[src/kas_pkg.sv]
package kas_pkg;
  // Clock and timing
  localparam int CLK_HZ = 10_000_000;
  localparam int TICK_S = 1;
  localparam int SEC_CYC = CLK_HZ * TICK_S;
  localparam int PULSE_MS = 750;
  localparam int PULSE_CYC = (CLK_HZ / 1000) * PULSE_MS;

  // Output channels that stay live under inhibit
  localparam int ALARM_CH = 4;

  // Entry length and calendar limits
  localparam logic [2:0] NUM_DIGITS = 3'h6;
  localparam logic [6:0] SEC_MAX = 7'h3B;
  localparam logic [6:0] MIN_MAX = 7'h3B;
  localparam logic [6:0] HR_MAX = 7'h17;
  localparam logic [6:0] MON_MAX = 7'h0C;
  localparam logic [6:0] YR_MAX = 7'h63;

  // Clock restart values after long supply loss
  localparam logic [6:0] DEF_YY = 7'h5A;
  localparam logic [6:0] DEF_MO = 7'h01;
  localparam logic [6:0] DEF_DD = 7'h01;
  localparam logic [6:0] DEF_HH = 7'h00;
  localparam logic [6:0] DEF_MI = 7'h00;
  localparam logic [6:0] DEF_SS = 7'h00;

  // Key codes; digits are 5'h00 to 5'h09
  localparam logic [4:0] KEY_D9 = 5'h09;
  localparam logic [4:0] KEY_ENTER = 5'h10;
  localparam logic [4:0] KEY_UP = 5'h11;
  localparam logic [4:0] KEY_DOWN = 5'h12;
  localparam logic [4:0] KEY_CLR = 5'h13;
  localparam logic [4:0] KEY_CMD = 5'h14;

  // Action categories, numbered as on the menu
  localparam logic [2:0] CAT_INHIBIT = 3'h2;
  localparam logic [2:0] CAT_ENABLE = 3'h3;
  localparam logic [2:0] CAT_TRIP = 3'h4;
  localparam logic [2:0] CAT_CLOSE = 3'h5;
  localparam logic [2:0] CAT_DATETIME = 3'h6;

  typedef enum logic [3:0] {
    MSG_NONE, MSG_CANCELLED, MSG_DISABLED, MSG_ENABLED, MSG_TRIPPED, MSG_NOT_TRIPPED,
    MSG_CLOSED, MSG_NOT_CLOSED, MSG_ERROR, MSG_REMOTE, MSG_PROMPT_INH, MSG_PROMPT_EN,
    MSG_PROMPT_SEL, MSG_PROMPT_BKR, MSG_SHOW_DATE, MSG_SHOW_TIME
  } kas_msg_e;

  typedef enum logic [2:0] {
    LOG_DISABLE, LOG_ENABLE, LOG_TRIP, LOG_TRIP_TRY, LOG_CLOSE, LOG_CLOSE_TRY
  } kas_log_e;

  typedef enum logic [1:0] {ANS_NONE, ANS_YES, ANS_NO} kas_ans_e;

  typedef enum logic [3:0] {
    ST_IDLE = 4'h0, ST_SEL = 4'h1, ST_ASK = 4'h3, ST_PULSE = 4'h2,
    ST_CHECK = 4'h6, ST_LOG = 4'h7, ST_DATE = 4'h4, ST_TIME = 4'h5
  } kas_state_e;

  // Days in a month; two-digit years divisible by four are leap
  function automatic logic [6:0] kas_days(input logic [6:0] mo, input logic [6:0] yy);
    logic [6:0] d;
    d = 7'h1F;
    if (mo == 7'h04 || mo == 7'h06 || mo == 7'h09 || mo == 7'h0B) d = 7'h1E;
    else if (mo == 7'h02) d = (yy[1:0] == 2'h0) ? 7'h1D : 7'h1C;
    return d;
  endfunction

  // Two keyed decimal digits to binary
  function automatic logic [6:0] kas_bcd_val(input logic [3:0] t, input logic [3:0] o);
    logic [6:0] v;
    v = 7'({3'h0, t} * 7'h0A + {3'h0, o});
    return v;
  endfunction

  // Binary below 100 to two decimal digits
  function automatic logic [7:0] kas_to_bcd(input logic [6:0] v);
    logic [6:0] t;
    logic [6:0] o;
    t = v / 7'h0A;
    o = 7'(v - 7'(t * 7'h0A));
    return {t[3:0], o[3:0]};
  endfunction
endpackage

[src/kas_dt_if.sv]
`timescale 1ns/100ps
interface kas_dt_if;
  logic [6:0] yy, mo, dd, hh, mi, ss;
  logic ld_date, ld_time;
  logic [6:0] n_yy, n_mo, n_dd, n_hh, n_mi, n_ss;
  modport rtc (output yy, mo, dd, hh, mi, ss,
               input ld_date, ld_time, n_yy, n_mo, n_dd, n_hh, n_mi, n_ss);
  modport ctl (input yy, mo, dd, hh, mi, ss,
               output ld_date, ld_time, n_yy, n_mo, n_dd, n_hh, n_mi, n_ss);
endinterface

[src/kas_sync.sv]
`timescale 1ns/100ps
module kas_sync #(
  parameter int W = 2
) (
  input wire logic clk_sys,
  input wire logic rst_n,
  input wire logic [W-1:0] d,
  output logic [W-1:0] q
);
  logic [W-1:0] meta_r;

  // Two-stage synchroniser; first stage feeds only the second
  always_ff @(posedge clk_sys) begin
    if (!rst_n) begin
      meta_r <= '0;
      q <= '0;
    end else begin
      meta_r <= d;
      q <= meta_r;
    end
  end
endmodule

[src/kas_rtc.sv]
`timescale 1ns/100ps
module kas_rtc #(
  parameter int TICK_CYCLES = kas_pkg::SEC_CYC
) (
  input wire logic clk_sys,
  input wire logic rst_n,
  kas_dt_if.rtc dt
);
  import kas_pkg::*;
  localparam int TW = $clog2(TICK_CYCLES + 1);
  localparam logic [TW-1:0] TICK_LAST = TW'(TICK_CYCLES - 1);
  logic [TW-1:0] tick_cnt_r;
  logic tick;
  logic day_roll;

  // One-second enable divider
  always_ff @(posedge clk_sys) begin
    if (!rst_n) tick_cnt_r <= '0;
    else if (tick) tick_cnt_r <= '0;
    else tick_cnt_r <= tick_cnt_r + 1'b1;
  end
  assign tick = tick_cnt_r == TICK_LAST;
  assign day_roll = tick && dt.ss == SEC_MAX && dt.mi == MIN_MAX && dt.hh == HR_MAX;

  // Time of day; a load beats the tick
  always_ff @(posedge clk_sys) begin
    if (!rst_n) begin
      dt.hh <= DEF_HH;
      dt.mi <= DEF_MI;
      dt.ss <= DEF_SS;
    end else if (dt.ld_time) begin
      dt.hh <= dt.n_hh;
      dt.mi <= dt.n_mi;
      dt.ss <= dt.n_ss;
    end else if (tick) begin
      dt.ss <= (dt.ss == SEC_MAX) ? 7'h00 : dt.ss + 1'b1;
      if (dt.ss == SEC_MAX) begin
        dt.mi <= (dt.mi == MIN_MAX) ? 7'h00 : dt.mi + 1'b1;
        if (dt.mi == MIN_MAX) dt.hh <= (dt.hh == HR_MAX) ? 7'h00 : dt.hh + 1'b1;
      end
    end
  end

  // Calendar date with month lengths and leap years
  always_ff @(posedge clk_sys) begin
    if (!rst_n) begin
      dt.yy <= DEF_YY;
      dt.mo <= DEF_MO;
      dt.dd <= DEF_DD;
    end else if (dt.ld_date) begin
      dt.yy <= dt.n_yy;
      dt.mo <= dt.n_mo;
      dt.dd <= dt.n_dd;
    end else if (day_roll) begin
      if (dt.dd == kas_days(dt.mo, dt.yy)) begin
        dt.dd <= 7'h01;
        dt.mo <= (dt.mo == MON_MAX) ? 7'h01 : dt.mo + 1'b1;
        if (dt.mo == MON_MAX) dt.yy <= (dt.yy == YR_MAX) ? 7'h00 : dt.yy + 1'b1;
      end else begin
        dt.dd <= dt.dd + 1'b1;
      end
    end
  end
endmodule

[src/kas_sequencer.sv]
`timescale 1ns/100ps
// Contract
// RULE1: Inhibit drops all outputs except four alarms
// RULE2: Prompts take 1 or 3, then enter; echo
// RULE3: Confirmed NO shows cancelled, does nothing
// RULE4: YES inhibit: message, inhibit, red LED, log
// RULE5: YES enable: message, release, green LED, log
// RULE6: Other digit at prompt: error, state unchanged
// RULE7: Two breakers: select 1 or 2 first
// RULE8: One breaker: skip selection, ask directly
// RULE9: One breaker per dialog
// RULE10: Trip, then aux open decides message and log
// RULE11: Trip pulse lasts half to one second
// RULE12: Close, then aux closed decides message, log
// RULE13: Close pulse lasts half to one second
// RULE14: Date mm/dd/yy, six digits, blank then echo
// RULE15: Store date only on enter when valid
// RULE16: Up from date shows time, same entry
// RULE17: Store time only on enter when valid
// RULE18: Long supply loss restarts clock, clears records
// RULE19: Action categories take lock; remote held: message
// RULE20: Aux contact synchronised, sampled after pulse
// RULE21: Log record held until accepted
module kas_sequencer #(
  parameter int DO_CH = 16,
  parameter int PULSE_CYCLES = kas_pkg::PULSE_CYC,
  parameter int TICK_CYCLES = kas_pkg::SEC_CYC
) (
  input wire logic clk_sys,
  input wire logic rst_n,
  input wire logic cat_start,
  input wire logic [2:0] cat_code,
  input wire logic key_valid,
  input wire logic [4:0] key_code,
  input wire logic two_breakers,
  input wire logic remote_lock_held,
  output logic lock_held,
  input wire logic [DO_CH-1:0] do_req,
  output logic [DO_CH-1:0] do_drive,
  output logic outputs_inhibited,
  output logic led_red,
  output logic led_green,
  output logic msg_valid,
  output kas_pkg::kas_msg_e msg_code,
  output kas_pkg::kas_ans_e disp_answer,
  output logic disp_bkr,
  output logic [2:0] disp_cat,
  output logic [23:0] disp_digits,
  output logic [5:0] disp_blank,
  output logic disp_time,
  output logic [1:0] trip_cmd,
  output logic [1:0] close_cmd,
  input wire logic [1:0] bkr_open,
  output logic log_valid,
  output kas_pkg::kas_log_e log_code,
  output logic [41:0] log_stamp,
  input wire logic log_ready,
  input wire logic clk_lost,
  output logic records_clear
);
  import kas_pkg::*;
  localparam int PW = $clog2(PULSE_CYCLES + 1);
  localparam logic [PW-1:0] PULSE_LAST = PW'(PULSE_CYCLES - 1);
  localparam logic [DO_CH-1:0] ALARM_MASK = {{(DO_CH - ALARM_CH){1'b0}}, {ALARM_CH{1'b1}}};

  kas_state_e state_r;
  kas_ans_e ans_r;
  kas_msg_e msg_code_r;
  kas_log_e log_code_r;
  logic [2:0] cat_r;
  logic bkr_r, sel_ok_r, lock_r, inhibit_r, log_valid_r, lost_q_r, recclr_r, disp_time_r;
  logic [PW-1:0] pcnt_r;
  logic [1:0] trip_r, close_r, bkr_open_s;
  logic [3:0] num_dig_r [6];
  logic [2:0] num_cnt_r;
  logic [23:0] num_flat, disp_dig_r;
  logic [5:0] disp_blank_r;
  logic [DO_CH-1:0] do_drive_r;
  logic [41:0] log_stamp_r;
  logic [3:0] kd;
  logic [6:0] v0, v1, v2;
  logic k_dig, k_ret, k_up, k_other, lock_cat, bkr_cat_in, bkr_cat_r;
  logic in_idle, in_sel, in_ask, in_check, in_date, in_dt, num_full, date_ok, time_ok;
  logic ev_remote, ev_sel_err, ev_ask_err, ev_dt_err, ev_yes, ev_no, ev_store, ev_log;
  logic pulse_done, chk_open, chk_ok, pwr_reload, pulse_any;

  kas_dt_if dt ();

  kas_rtc #(.TICK_CYCLES(TICK_CYCLES)) u_rtc (
    .clk_sys(clk_sys),
    .rst_n(rst_n),
    .dt(dt)
  );

  kas_sync #(.W(2)) u_aux_sync (
    .clk_sys(clk_sys),
    .rst_n(rst_n),
    .d(bkr_open),
    .q(bkr_open_s)
  );

  // Key and state decode
  assign kd = key_code[3:0];
  assign k_dig = key_valid && (key_code <= KEY_D9);
  assign k_ret = key_valid && (key_code == KEY_ENTER);
  assign k_up = key_valid && (key_code == KEY_UP);
  assign k_other = key_valid && !k_dig && !k_ret;
  assign lock_cat = cat_code inside {CAT_INHIBIT, CAT_ENABLE, CAT_TRIP, CAT_CLOSE};
  assign bkr_cat_in = cat_code inside {CAT_TRIP, CAT_CLOSE};
  assign bkr_cat_r = cat_r inside {CAT_TRIP, CAT_CLOSE};
  assign in_idle = state_r == ST_IDLE;
  assign in_sel = state_r == ST_SEL;
  assign in_ask = state_r == ST_ASK;
  assign in_check = state_r == ST_CHECK;
  assign in_date = state_r == ST_DATE;
  assign in_dt = in_date || state_r == ST_TIME;

  // Dialog events
  assign ev_remote = in_idle && cat_start && lock_cat && remote_lock_held; // [RULE19]
  assign ev_sel_err = in_sel && ((k_dig && kd != 4'h1 && kd != 4'h2) || (k_ret && !sel_ok_r));
  assign ev_ask_err = in_ask && ((k_dig && kd != 4'h1 && kd != 4'h3)
    || (k_ret && ans_r == ANS_NONE));
  assign ev_yes = in_ask && k_ret && ans_r == ANS_YES;
  assign ev_no = in_ask && k_ret && ans_r == ANS_NO;
  assign pulse_done = state_r == ST_PULSE && pcnt_r == PULSE_LAST;
  assign pulse_any = |{trip_r, close_r};
  assign chk_open = bkr_open_s[bkr_r]; // [RULE20]
  assign chk_ok = (cat_r == CAT_TRIP) ? chk_open : !chk_open; // [RULE10] [RULE12]
  assign ev_log = (ev_yes && !bkr_cat_r) || in_check;

  // Entered value check
  assign num_flat = {num_dig_r[0], num_dig_r[1], num_dig_r[2], num_dig_r[3], num_dig_r[4],
                     num_dig_r[5]};
  assign v0 = kas_bcd_val(num_dig_r[0], num_dig_r[1]);
  assign v1 = kas_bcd_val(num_dig_r[2], num_dig_r[3]);
  assign v2 = kas_bcd_val(num_dig_r[4], num_dig_r[5]);
  assign date_ok = v0 != 7'h00 && v0 <= MON_MAX && v1 != 7'h00 && v1 <= kas_days(v0, v2);
  assign time_ok = v0 <= HR_MAX && v1 <= MIN_MAX && v2 <= SEC_MAX;
  assign num_full = num_cnt_r == NUM_DIGITS;
  assign ev_store = in_dt && k_ret && num_full
    && (in_date ? date_ok : time_ok); // [RULE15] [RULE17]
  assign ev_dt_err = in_dt && num_cnt_r != 3'h0 && key_valid && !ev_store && !(k_dig && !num_full);

  // Dialog sequencing
  always_ff @(posedge clk_sys) begin
    if (!rst_n) begin
      state_r <= ST_IDLE;
      cat_r <= CAT_INHIBIT;
      bkr_r <= 1'b0;
      sel_ok_r <= 1'b0;
      ans_r <= ANS_NONE;
      lock_r <= 1'b0;
    end else begin
      unique case (state_r)
        ST_IDLE: begin
          ans_r <= ANS_NONE;
          sel_ok_r <= 1'b0;
          bkr_r <= 1'b0;
          lock_r <= 1'b0;
          if (cat_start && lock_cat && !remote_lock_held) begin
            lock_r <= 1'b1; // [RULE19]
            cat_r <= cat_code;
            state_r <= (bkr_cat_in && two_breakers) ? ST_SEL : ST_ASK; // [RULE7] [RULE8]
          end else if (cat_start && cat_code == CAT_DATETIME) begin
            cat_r <= cat_code;
            state_r <= ST_DATE;
          end
        end
        ST_SEL: begin
          if (k_dig) begin
            sel_ok_r <= kd == 4'h1 || kd == 4'h2; // [RULE7]
            bkr_r <= kd == 4'h2; // [RULE9]
          end else if (k_ret && sel_ok_r) state_r <= ST_ASK;
          else if (k_other) state_r <= ST_IDLE;
        end
        ST_ASK: begin
          if (k_dig) begin
            ans_r <= (kd == 4'h1) ? ANS_YES : (kd == 4'h3) ? ANS_NO : ANS_NONE; // [RULE2] [RULE6]
          end else if (ev_no) state_r <= ST_IDLE; // [RULE3]
          else if (ev_yes) state_r <= bkr_cat_r ? ST_PULSE : ST_LOG;
          else if (k_other) state_r <= ST_IDLE;
        end
        ST_PULSE: if (pulse_done) state_r <= ST_CHECK;
        ST_CHECK: state_r <= ST_LOG;
        ST_LOG: if (!log_valid_r) state_r <= ST_IDLE;
        ST_DATE, ST_TIME: begin
          if (k_other && num_cnt_r == 3'h0) begin
            state_r <= (in_date && k_up) ? ST_TIME : ST_IDLE; // [RULE16]
          end
        end
        default: state_r <= ST_IDLE;
      endcase
    end
  end

  // Six-digit entry buffer
  always_ff @(posedge clk_sys) begin
    if (!rst_n) begin
      num_cnt_r <= 3'h0;
      for (int i = 0; i < 6; i++) num_dig_r[i] <= 4'h0;
    end else if (!in_dt) begin
      num_cnt_r <= 3'h0;
    end else if (k_dig && !num_full) begin
      num_dig_r[num_cnt_r] <= kd; // [RULE14]
      num_cnt_r <= num_cnt_r + 1'b1;
    end else if (key_valid) begin
      num_cnt_r <= 3'h0;
    end
  end

  // Clock loads from entry or restart after supply loss
  assign pwr_reload = clk_lost && !lost_q_r; // [RULE18]
  assign dt.ld_date = pwr_reload || (ev_store && in_date);
  assign dt.ld_time = pwr_reload || (ev_store && !in_date);
  assign dt.n_mo = pwr_reload ? DEF_MO : v0;
  assign dt.n_dd = pwr_reload ? DEF_DD : v1;
  assign dt.n_yy = pwr_reload ? DEF_YY : v2;
  assign dt.n_hh = pwr_reload ? DEF_HH : v0;
  assign dt.n_mi = pwr_reload ? DEF_MI : v1;
  assign dt.n_ss = pwr_reload ? DEF_SS : v2;

  // Supply-loss edge and record clear pulse
  always_ff @(posedge clk_sys) begin
    if (!rst_n) begin
      lost_q_r <= 1'b0;
      recclr_r <= 1'b0;
    end else begin
      lost_q_r <= clk_lost;
      recclr_r <= pwr_reload; // [RULE18]
    end
  end

  // Output inhibit state and gated channels
  always_ff @(posedge clk_sys) begin
    if (!rst_n) begin
      inhibit_r <= 1'b0;
      do_drive_r <= '0;
    end else begin
      if (ev_yes && cat_r == CAT_INHIBIT) inhibit_r <= 1'b1; // [RULE4]
      else if (ev_yes && cat_r == CAT_ENABLE) inhibit_r <= 1'b0; // [RULE5]
      do_drive_r <= inhibit_r ? (do_req & ALARM_MASK) : do_req; // [RULE1]
    end
  end

  // Breaker command pulse
  always_ff @(posedge clk_sys) begin
    if (!rst_n) begin
      pcnt_r <= '0;
      trip_r <= 2'h0;
      close_r <= 2'h0;
    end else begin
      pcnt_r <= (state_r == ST_PULSE) ? pcnt_r + 1'b1 : '0;
      if (ev_yes && cat_r == CAT_TRIP) trip_r[bkr_r] <= 1'b1; // [RULE9] [RULE10]
      else if (ev_yes && cat_r == CAT_CLOSE) close_r[bkr_r] <= 1'b1; // [RULE12]
      else if (pulse_done) begin
        trip_r <= 2'h0; // [RULE11]
        close_r <= 2'h0; // [RULE13]
      end
    end
  end

  // Operator messages
  always_ff @(posedge clk_sys) begin
    if (!rst_n) begin
      msg_code_r <= MSG_NONE;
      msg_valid <= 1'b0;
    end else begin
      msg_valid <= 1'b1;
      if (ev_remote) msg_code_r <= MSG_REMOTE; // [RULE19]
      else if (ev_sel_err || ev_ask_err || ev_dt_err) msg_code_r <= MSG_ERROR; // [RULE6] [RULE7]
      else if (ev_no) msg_code_r <= MSG_CANCELLED; // [RULE3]
      else if (ev_yes && cat_r == CAT_INHIBIT) msg_code_r <= MSG_DISABLED; // [RULE4]
      else if (ev_yes && cat_r == CAT_ENABLE) msg_code_r <= MSG_ENABLED; // [RULE5]
      else if (in_check && cat_r == CAT_TRIP) begin
        msg_code_r <= chk_ok ? MSG_TRIPPED : MSG_NOT_TRIPPED; // [RULE10]
      end else if (in_check) begin
        msg_code_r <= chk_ok ? MSG_CLOSED : MSG_NOT_CLOSED; // [RULE12]
      end else if (in_idle && cat_start && (lock_cat || cat_code == CAT_DATETIME)) begin
        msg_code_r <= (cat_code == CAT_INHIBIT) ? MSG_PROMPT_INH :
                      (cat_code == CAT_ENABLE) ? MSG_PROMPT_EN :
                      (cat_code == CAT_DATETIME) ? MSG_SHOW_DATE :
                      two_breakers ? MSG_PROMPT_SEL : MSG_PROMPT_BKR; // [RULE8]
      end else if (in_sel && k_ret) msg_code_r <= MSG_PROMPT_BKR;
      else if (ev_store) msg_code_r <= in_date ? MSG_SHOW_DATE : MSG_SHOW_TIME;
      else if (in_date && k_up && num_cnt_r == 3'h0) msg_code_r <= MSG_SHOW_TIME; // [RULE16]
      else msg_valid <= 1'b0;
    end
  end

  // Log record, held until accepted; a new record wins over the accept
  always_ff @(posedge clk_sys) begin
    if (!rst_n) begin
      log_valid_r <= 1'b0;
      log_code_r <= LOG_DISABLE;
      log_stamp_r <= '0;
    end else if (ev_log) begin
      log_valid_r <= 1'b1; // [RULE21]
      log_stamp_r <= {dt.yy, dt.mo, dt.dd, dt.hh, dt.mi, dt.ss};
      if (!bkr_cat_r) log_code_r <= (cat_r == CAT_INHIBIT) ? LOG_DISABLE : LOG_ENABLE;
      else if (cat_r == CAT_TRIP) log_code_r <= chk_ok ? LOG_TRIP : LOG_TRIP_TRY; // [RULE10]
      else log_code_r <= chk_ok ? LOG_CLOSE : LOG_CLOSE_TRY; // [RULE12]
    end else if (log_ready) begin
      log_valid_r <= 1'b0;
    end
  end

  // Date and time display with blanked positions during entry
  always_ff @(posedge clk_sys) begin
    if (!rst_n) begin
      disp_dig_r <= '0;
      disp_blank_r <= '0;
      disp_time_r <= 1'b0;
    end else begin
      disp_time_r <= state_r == ST_TIME;
      for (int i = 0; i < 6; i++) begin
        disp_blank_r[5 - i] <= in_dt && num_cnt_r != 3'h0 && 3'(i) >= num_cnt_r; // [RULE14]
      end
      if (in_dt && num_cnt_r != 3'h0) disp_dig_r <= num_flat;
      else if (state_r == ST_TIME) begin
        disp_dig_r <= {kas_to_bcd(dt.hh), kas_to_bcd(dt.mi), kas_to_bcd(dt.ss)}; // [RULE16]
      end else begin
        disp_dig_r <= {kas_to_bcd(dt.mo), kas_to_bcd(dt.dd), kas_to_bcd(dt.yy)}; // [RULE14]
      end
    end
  end

  // Port drive
  assign lock_held = lock_r;
  assign do_drive = do_drive_r;
  assign outputs_inhibited = inhibit_r;
  assign led_red = inhibit_r;
  assign led_green = !inhibit_r;
  assign msg_code = msg_code_r;
  assign disp_answer = ans_r;
  assign disp_bkr = bkr_r;
  assign disp_cat = cat_r;
  assign disp_digits = disp_dig_r;
  assign disp_blank = disp_blank_r;
  assign disp_time = disp_time_r;
  assign trip_cmd = trip_r;
  assign close_cmd = close_r;
  assign log_valid = log_valid_r;
  assign log_code = log_code_r;
  assign log_stamp = log_stamp_r;
  assign records_clear = recclr_r;

  // Checks
  property p_no_cancel;
    @(posedge clk_sys) disable iff (!rst_n)
    ev_no |=> msg_code_r == MSG_CANCELLED && $stable(inhibit_r) && !log_valid_r && !pulse_any;
  endproperty
  a_no_cancel: assert property (p_no_cancel) else $error("NO did not cancel"); // [RULE3]

  property p_inhibit;
    @(posedge clk_sys) disable iff (!rst_n)
    ev_yes && cat_r == CAT_INHIBIT |=> inhibit_r && led_red && msg_code_r == MSG_DISABLED
      && log_valid_r && log_code_r == LOG_DISABLE ##1 do_drive == (ALARM_MASK & $past(do_req));
  endproperty
  a_inhibit: assert property (p_inhibit) else $error("inhibit not applied"); // [RULE4] [RULE1]

  property p_enable;
    @(posedge clk_sys) disable iff (!rst_n)
    ev_yes && cat_r == CAT_ENABLE |=> !inhibit_r && led_green && msg_code_r == MSG_ENABLED
      && log_code_r == LOG_ENABLE;
  endproperty
  a_enable: assert property (p_enable) else $error("enable not applied"); // [RULE5]

  property p_ask_bad;
    @(posedge clk_sys) disable iff (!rst_n)
    in_ask && k_dig && kd != 4'h1 && kd != 4'h3 |=> msg_code_r == MSG_ERROR
      && $stable(inhibit_r) && in_ask && ans_r == ANS_NONE;
  endproperty
  a_ask_bad: assert property (p_ask_bad) else $error("bad answer not refused"); // [RULE6]

  property p_sel_bad;
    @(posedge clk_sys) disable iff (!rst_n)
    in_sel && k_dig && kd != 4'h1 && kd != 4'h2 |=> msg_code_r == MSG_ERROR && !sel_ok_r;
  endproperty
  a_sel_bad: assert property (p_sel_bad) else $error("bad breaker accepted"); // [RULE7]

  property p_one_bkr;
    @(posedge clk_sys) disable iff (!rst_n)
    in_idle && cat_start && bkr_cat_in && !two_breakers && !remote_lock_held
      |=> in_ask && !bkr_r;
  endproperty
  a_one_bkr: assert property (p_one_bkr) else $error("selection not skipped"); // [RULE8]

  property p_single_cmd;
    @(posedge clk_sys) disable iff (!rst_n) $onehot0({trip_r, close_r});
  endproperty
  a_single_cmd: assert property (p_single_cmd) else $error("two commands at once"); // [RULE9]

  property p_pulse_len;
    @(posedge clk_sys) disable iff (!rst_n) $fell(pulse_any) |-> $past(pcnt_r) == PULSE_LAST;
  endproperty
  a_pulse_len: assert property (p_pulse_len) else $error("pulse length"); // [RULE11] [RULE13]

  property p_trip_ok;
    @(posedge clk_sys) disable iff (!rst_n)
    in_check && cat_r == CAT_TRIP && chk_open |=> msg_code_r == MSG_TRIPPED
      && log_code_r == LOG_TRIP && log_valid_r;
  endproperty
  a_trip_ok: assert property (p_trip_ok) else $error("trip result wrong"); // [RULE10]

  property p_log_hold;
    @(posedge clk_sys) disable iff (!rst_n)
    log_valid_r && !log_ready |=> log_valid_r && $stable(log_code_r) && $stable(log_stamp_r);
  endproperty
  a_log_hold: assert property (p_log_hold) else $error("log record dropped"); // [RULE21]

  property p_remote;
    @(posedge clk_sys) disable iff (!rst_n)
    ev_remote |=> in_idle && !lock_r && msg_code_r == MSG_REMOTE;
  endproperty
  a_remote: assert property (p_remote) else $error("remote lock ignored"); // [RULE19]
endmodule

[config.mk]
export PLATFORM = sky130hd
export DESIGN_NAME = kas_sequencer
export DESIGN_NICKNAME = d
export VERILOG_FILES = /design/src/kas_pkg.sv /design/src/kas_dt_if.sv /design/src/kas_sync.sv /design/src/kas_rtc.sv /design/src/kas_sequencer.sv
export SDC_FILE = /design/constraint.sdc
export NUM_CORES = 1
export LEC_CHECK = 0
export BUFFER_PORTS_ARGS = -buffer_cell sky130_fd_sc_hd__buf_4
export CAP_MARGIN = 0
export CORE_AREA = 2 2 165 289
export CTS_BUF_LIST = sky130_fd_sc_hd__clkbuf_16
export DETAILED_ROUTE_END_ITERATION = 10
export DIE_AREA = 0 0 167 291
export GPL_TIMING_DRIVEN = 0
export HOLD_SLACK_MARGIN = 0.1
export SLEW_MARGIN = 10
export SYNTH_ARGS = -nofsm -noshare
export SYNTH_HDL_FRONTEND = slang
export SYNTH_HIERARCHICAL = 1
export SYNTH_SLANG_ARGS = --single-unit
[constraint.sdc]
create_clock -name clk_sys -period 10.4 [get_ports clk_sys]
set_clock_uncertainty 0.15 [all_clocks]
set_input_delay 1.56 -clock clk_sys [delete_from_list [all_inputs] [get_ports clk_sys]]
set_output_delay 1.56 -clock clk_sys [all_outputs]
set_load 0.1 [all_outputs]
==> impl_metrics.json <==
{
  "outcome": "finished clean",
  "cts_hold_buf": 0,
  "cp-start-kind": "register",
  "setup_viol": 0,
  "finalCritPeriodShare": 0.5471,
  "cts_buffers": 25,
  "drtIter0Drc": 776,
  "antenna_found_initial": 0,
  "p_leak_nw": 6.366,
  "maxSlewHeadroom": 0.1698,
  "hold_path.class": "register to register",
  "core-area_um2": 46380,
  "peakVddDrop_uv": 134.5,
  "synth_nets": 1790,
  "die_h_um": 291,
  "hpwl_mm": 38.17,
  "use_met3": 0.02203,
  "drtAntennaViolNets": 0,
  "final_cell_mix": "nand2_1, dfxtp_1, nor2_1, buf_4, a21oi_1",
  "ys_types": 101,
  "cp_data_required_time_ps": 10740,
  "mostFrequentLayoutCell": "nand2_1",
  "grt_pass1_wl_mm": 73.04,
  "vias_per_cell": 5.317,
  "drive_above_1_share": 0.1349,
  "die_area_um2": 48600,
  "vias": 13140,
  "syn_inst": 1694,
  "fin_nets": 1962,
  "clk_latency_ps": 550,
  "path_max_fanout": 10,
  "n_fill_cell": 4870,
  "grt_pass1_vias": 12980,
  "port-buffer-count": 145,
  "clock_path_buffers": 3,
  "yosysSeqAreaShare": 0.3629,
  "hold_viol": 0,
  "drc_errors": 0,
  "ys_ff_latch": 237,
  "die_w_um": 167,
  "busiest_layer": "met2",
  "root_buffer": "clkbuf_16",
  "critPathArrivalTime_ps": 6030,
  "drt-pass1-iter-count": 5,
  "crit_path_end_kind": "register",
  "final_core_util": 0.3537,
  "rows": 105,
  "tns_ps": 0,
  "area_delta_synth_final_pct": 19.42,
  "cts.htree.levels": 1,
  "numClockSinks": 237,
  "fin_crit_ps": 5690,
  "wl_per_cell_um": 19.57,
  "ios": 147,
  "grt_max_degree": 14,
  "ys_warn_count": 6,
  "syn_area_um2": 13740,
  "gp_congestion": 0.9366,
  "critical_path_class": "register to register",
  "synth_edf_count": 24,
  "tightest_slew_ps": 1237,
  "fmax_ghz": 0.1758,
  "async_flop_share": 0,
  "max_cap_viol_count": 0,
  "ys.flop_type": "dfxtp_1",
  "powerDensity_nw_per_um2": 153.2,
  "postCtsResizedCells": 0,
  "start_util": 0.2962,
  "grt.met2_usage": 0.3537,
  "clkTransAtPathRegs_ps": 60,
  "drv_slew": 0,
  "avgSynthCellArea_um2": 8.109,
  "grt_util_all_layers": 0.1913,
  "antenna_cells": 0,
  "met1_usage": 0.1892,
  "post_cts_buffers": 0,
  "cts_tree": "yes",
  "wl_mm": 48.35,
  "grt_overflow": 0,
  "rsz0062_at_grt": "no"
}
==> sequential cells by signal (all words and copies together), names as in the netlist, 3 cells and up <==
name and cells:
state_r 4, u_rtc/dt.dd 7, u_rtc/dt.mo 7, num_cnt_r 3, disp_cat 3, disp_blank 6, u_rtc/dt.ss 7, u_rtc/tick_cnt_r 24
u_rtc/dt.mi 7, pcnt_r 23, do_drive 16, log_code 3, u_rtc/dt.yy 7, u_rtc/dt.hh 7, num_dig_r 24, msg_code 4
log_stamp 42, disp_digits 24
==> kinds of logic (layout without fill, tap and decap cells) <==
family	count (synthesis)	count (layout)	share of synthesized area
AOI/OAI and AO/OA	367	367	0.1786
adders and majority gates	64	64	0.06449
and+or+nand+nor	769	769	0.2763
buffers and inverters	155	344	0.05019
muxes	15	15	0.01139
other	1	1	0.0002730
xor gates and xnor gates	86	86	0.05583
DFF	237	237	0.3629
==> power by group <==
group          leakage, nW  switching, mW  internal, mW  total [mW]
clock                0.439          0.389         0.550       0.939
sequential            1.98         0.0415         0.961        1.00
combinational         3.95          0.393         0.179       0.571
==> area by class of cell <==
type	instances	area (um2)	area share
multi-input cells	1302	8066	0.4917
clock buffers	26	650.6	0.03966
repair buffers	145	1089	0.06636
plain buffers	93	456.7	0.02784
well taps	588	735.7	0.04485
inverters	62	232.7	0.01419
flip-flops and latches	237	4985	0.3039
clock inverters	18	188.9	0.01152
==> per-layer routing <==
layer | up-vias | part of all wire
li1 | 6298 | -
met1 | 6248 | 0.35
met2 | 436 | 0.51
met3 | 157 | 0.044
met4 | 0 | 0.092
met5 | - | 0
==> cell usage after synthesis, drive strengths merged, types with 5 or more instances <==
cell type | count | area, um2
a211oi | 29 | 227.7
nand3b | 6 | 45.04
nor2b | 23 | 143.9
a21o | 9 | 68.82
inv | 61 | 229.0
o31ai | 7 | 57.55
edfxtp | 24 | 720.7
o21ai | 78 | 394.1
a311oi | 17 | 173.9
a21oi | 121 | 609.3
buf | 11 | 66.31
fa | 12 | 240.2
a31oi | 21 | 131.4
clkbuf | 80 | 370.4
and2 | 47 | 297.8
or4 | 5 | 41.29
o21a | 6 | 45.04
a211o | 8 | 70.07
nor3b | 9 | 72.57
nand2 | 249 | 934.7
a221oi | 5 | 43.79
mux2 | 5 | 56.30
o31a | 5 | 45.04
nand4 | 22 | 137.6
or3 | 17 | 107.6
and4 | 5 | 43.79
nor3 | 47 | 250.2
nor2 | 178 | 670.7
and3 | 37 | 239.0
nand2b | 37 | 231.5
nor4 | 18 | 146.4
xnor2 | 48 | 420.4
mux2i | 10 | 100.1
o211a | 11 | 110.1
dfxtp | 213 | 4264
xor2 | 37 | 324.1
o211ai | 11 | 82.58
ha | 50 | 625.6
nand3 | 49 | 255.3
==> critical path, stage by stage (launching register included) <==
cell,delay [ps]
edfxtp_1,470
ha_1,340
ha_1,190
inv_1,60
fa_1,480
xnor3_1,410
o211ai_1,100
a2bb2o_4,250
nor4_1,290
ha_1,290
nand2_1,70
o21ai_0,110
nor4_1,400
a2111oi_4,120
nand2_1,190
nand2_1,120
clkbuf_8,210
clkinv_1,220
o21ai_0,280
or3b_2,530
a31oi_1,200
o211a_1,170
==> metrics by stage <==
step / setup slack [ps] / area [um2] / total power [mW] / cells / hold WS (ps)
2_1_floorplan: 5555 / 13740 / 1.423 / 1694 / 255.7
3_3_place_gp: 4766 / 15560 / 1.580 / 2427 / 264.2
3_5_place_dp: 4776 / 15560 / 1.587 / 2427 / 266.4
4_1_cts: 4744 / 16400 / 2.534 / 2471 / 282.3
5_1_grt: 4319 / 16400 / 2.612 / 2471 / 310.5
6_report: 4710 / 16400 / 2.513 / 2471 / 277.9
==> path summary, 6_finish.rpt <==
kind | startpoint | endpoint | slack [ps] | cells past startpoint
setup / recovery | num_dig_r[0][1] | u_rtc/dt.yy[2] | 4710 | 21
hold / removal | u_aux_sync/meta_r[0] | u_aux_sync/q[0] | 280 | 1
setup reg to reg | num_dig_r[0][1] | u_rtc/dt.yy[2] | 4710 | 21
hold reg to reg | u_aux_sync/meta_r[0] | u_aux_sync/q[0] | 280 | 1
Note: power is estimated with default switching activity, not from simulation.
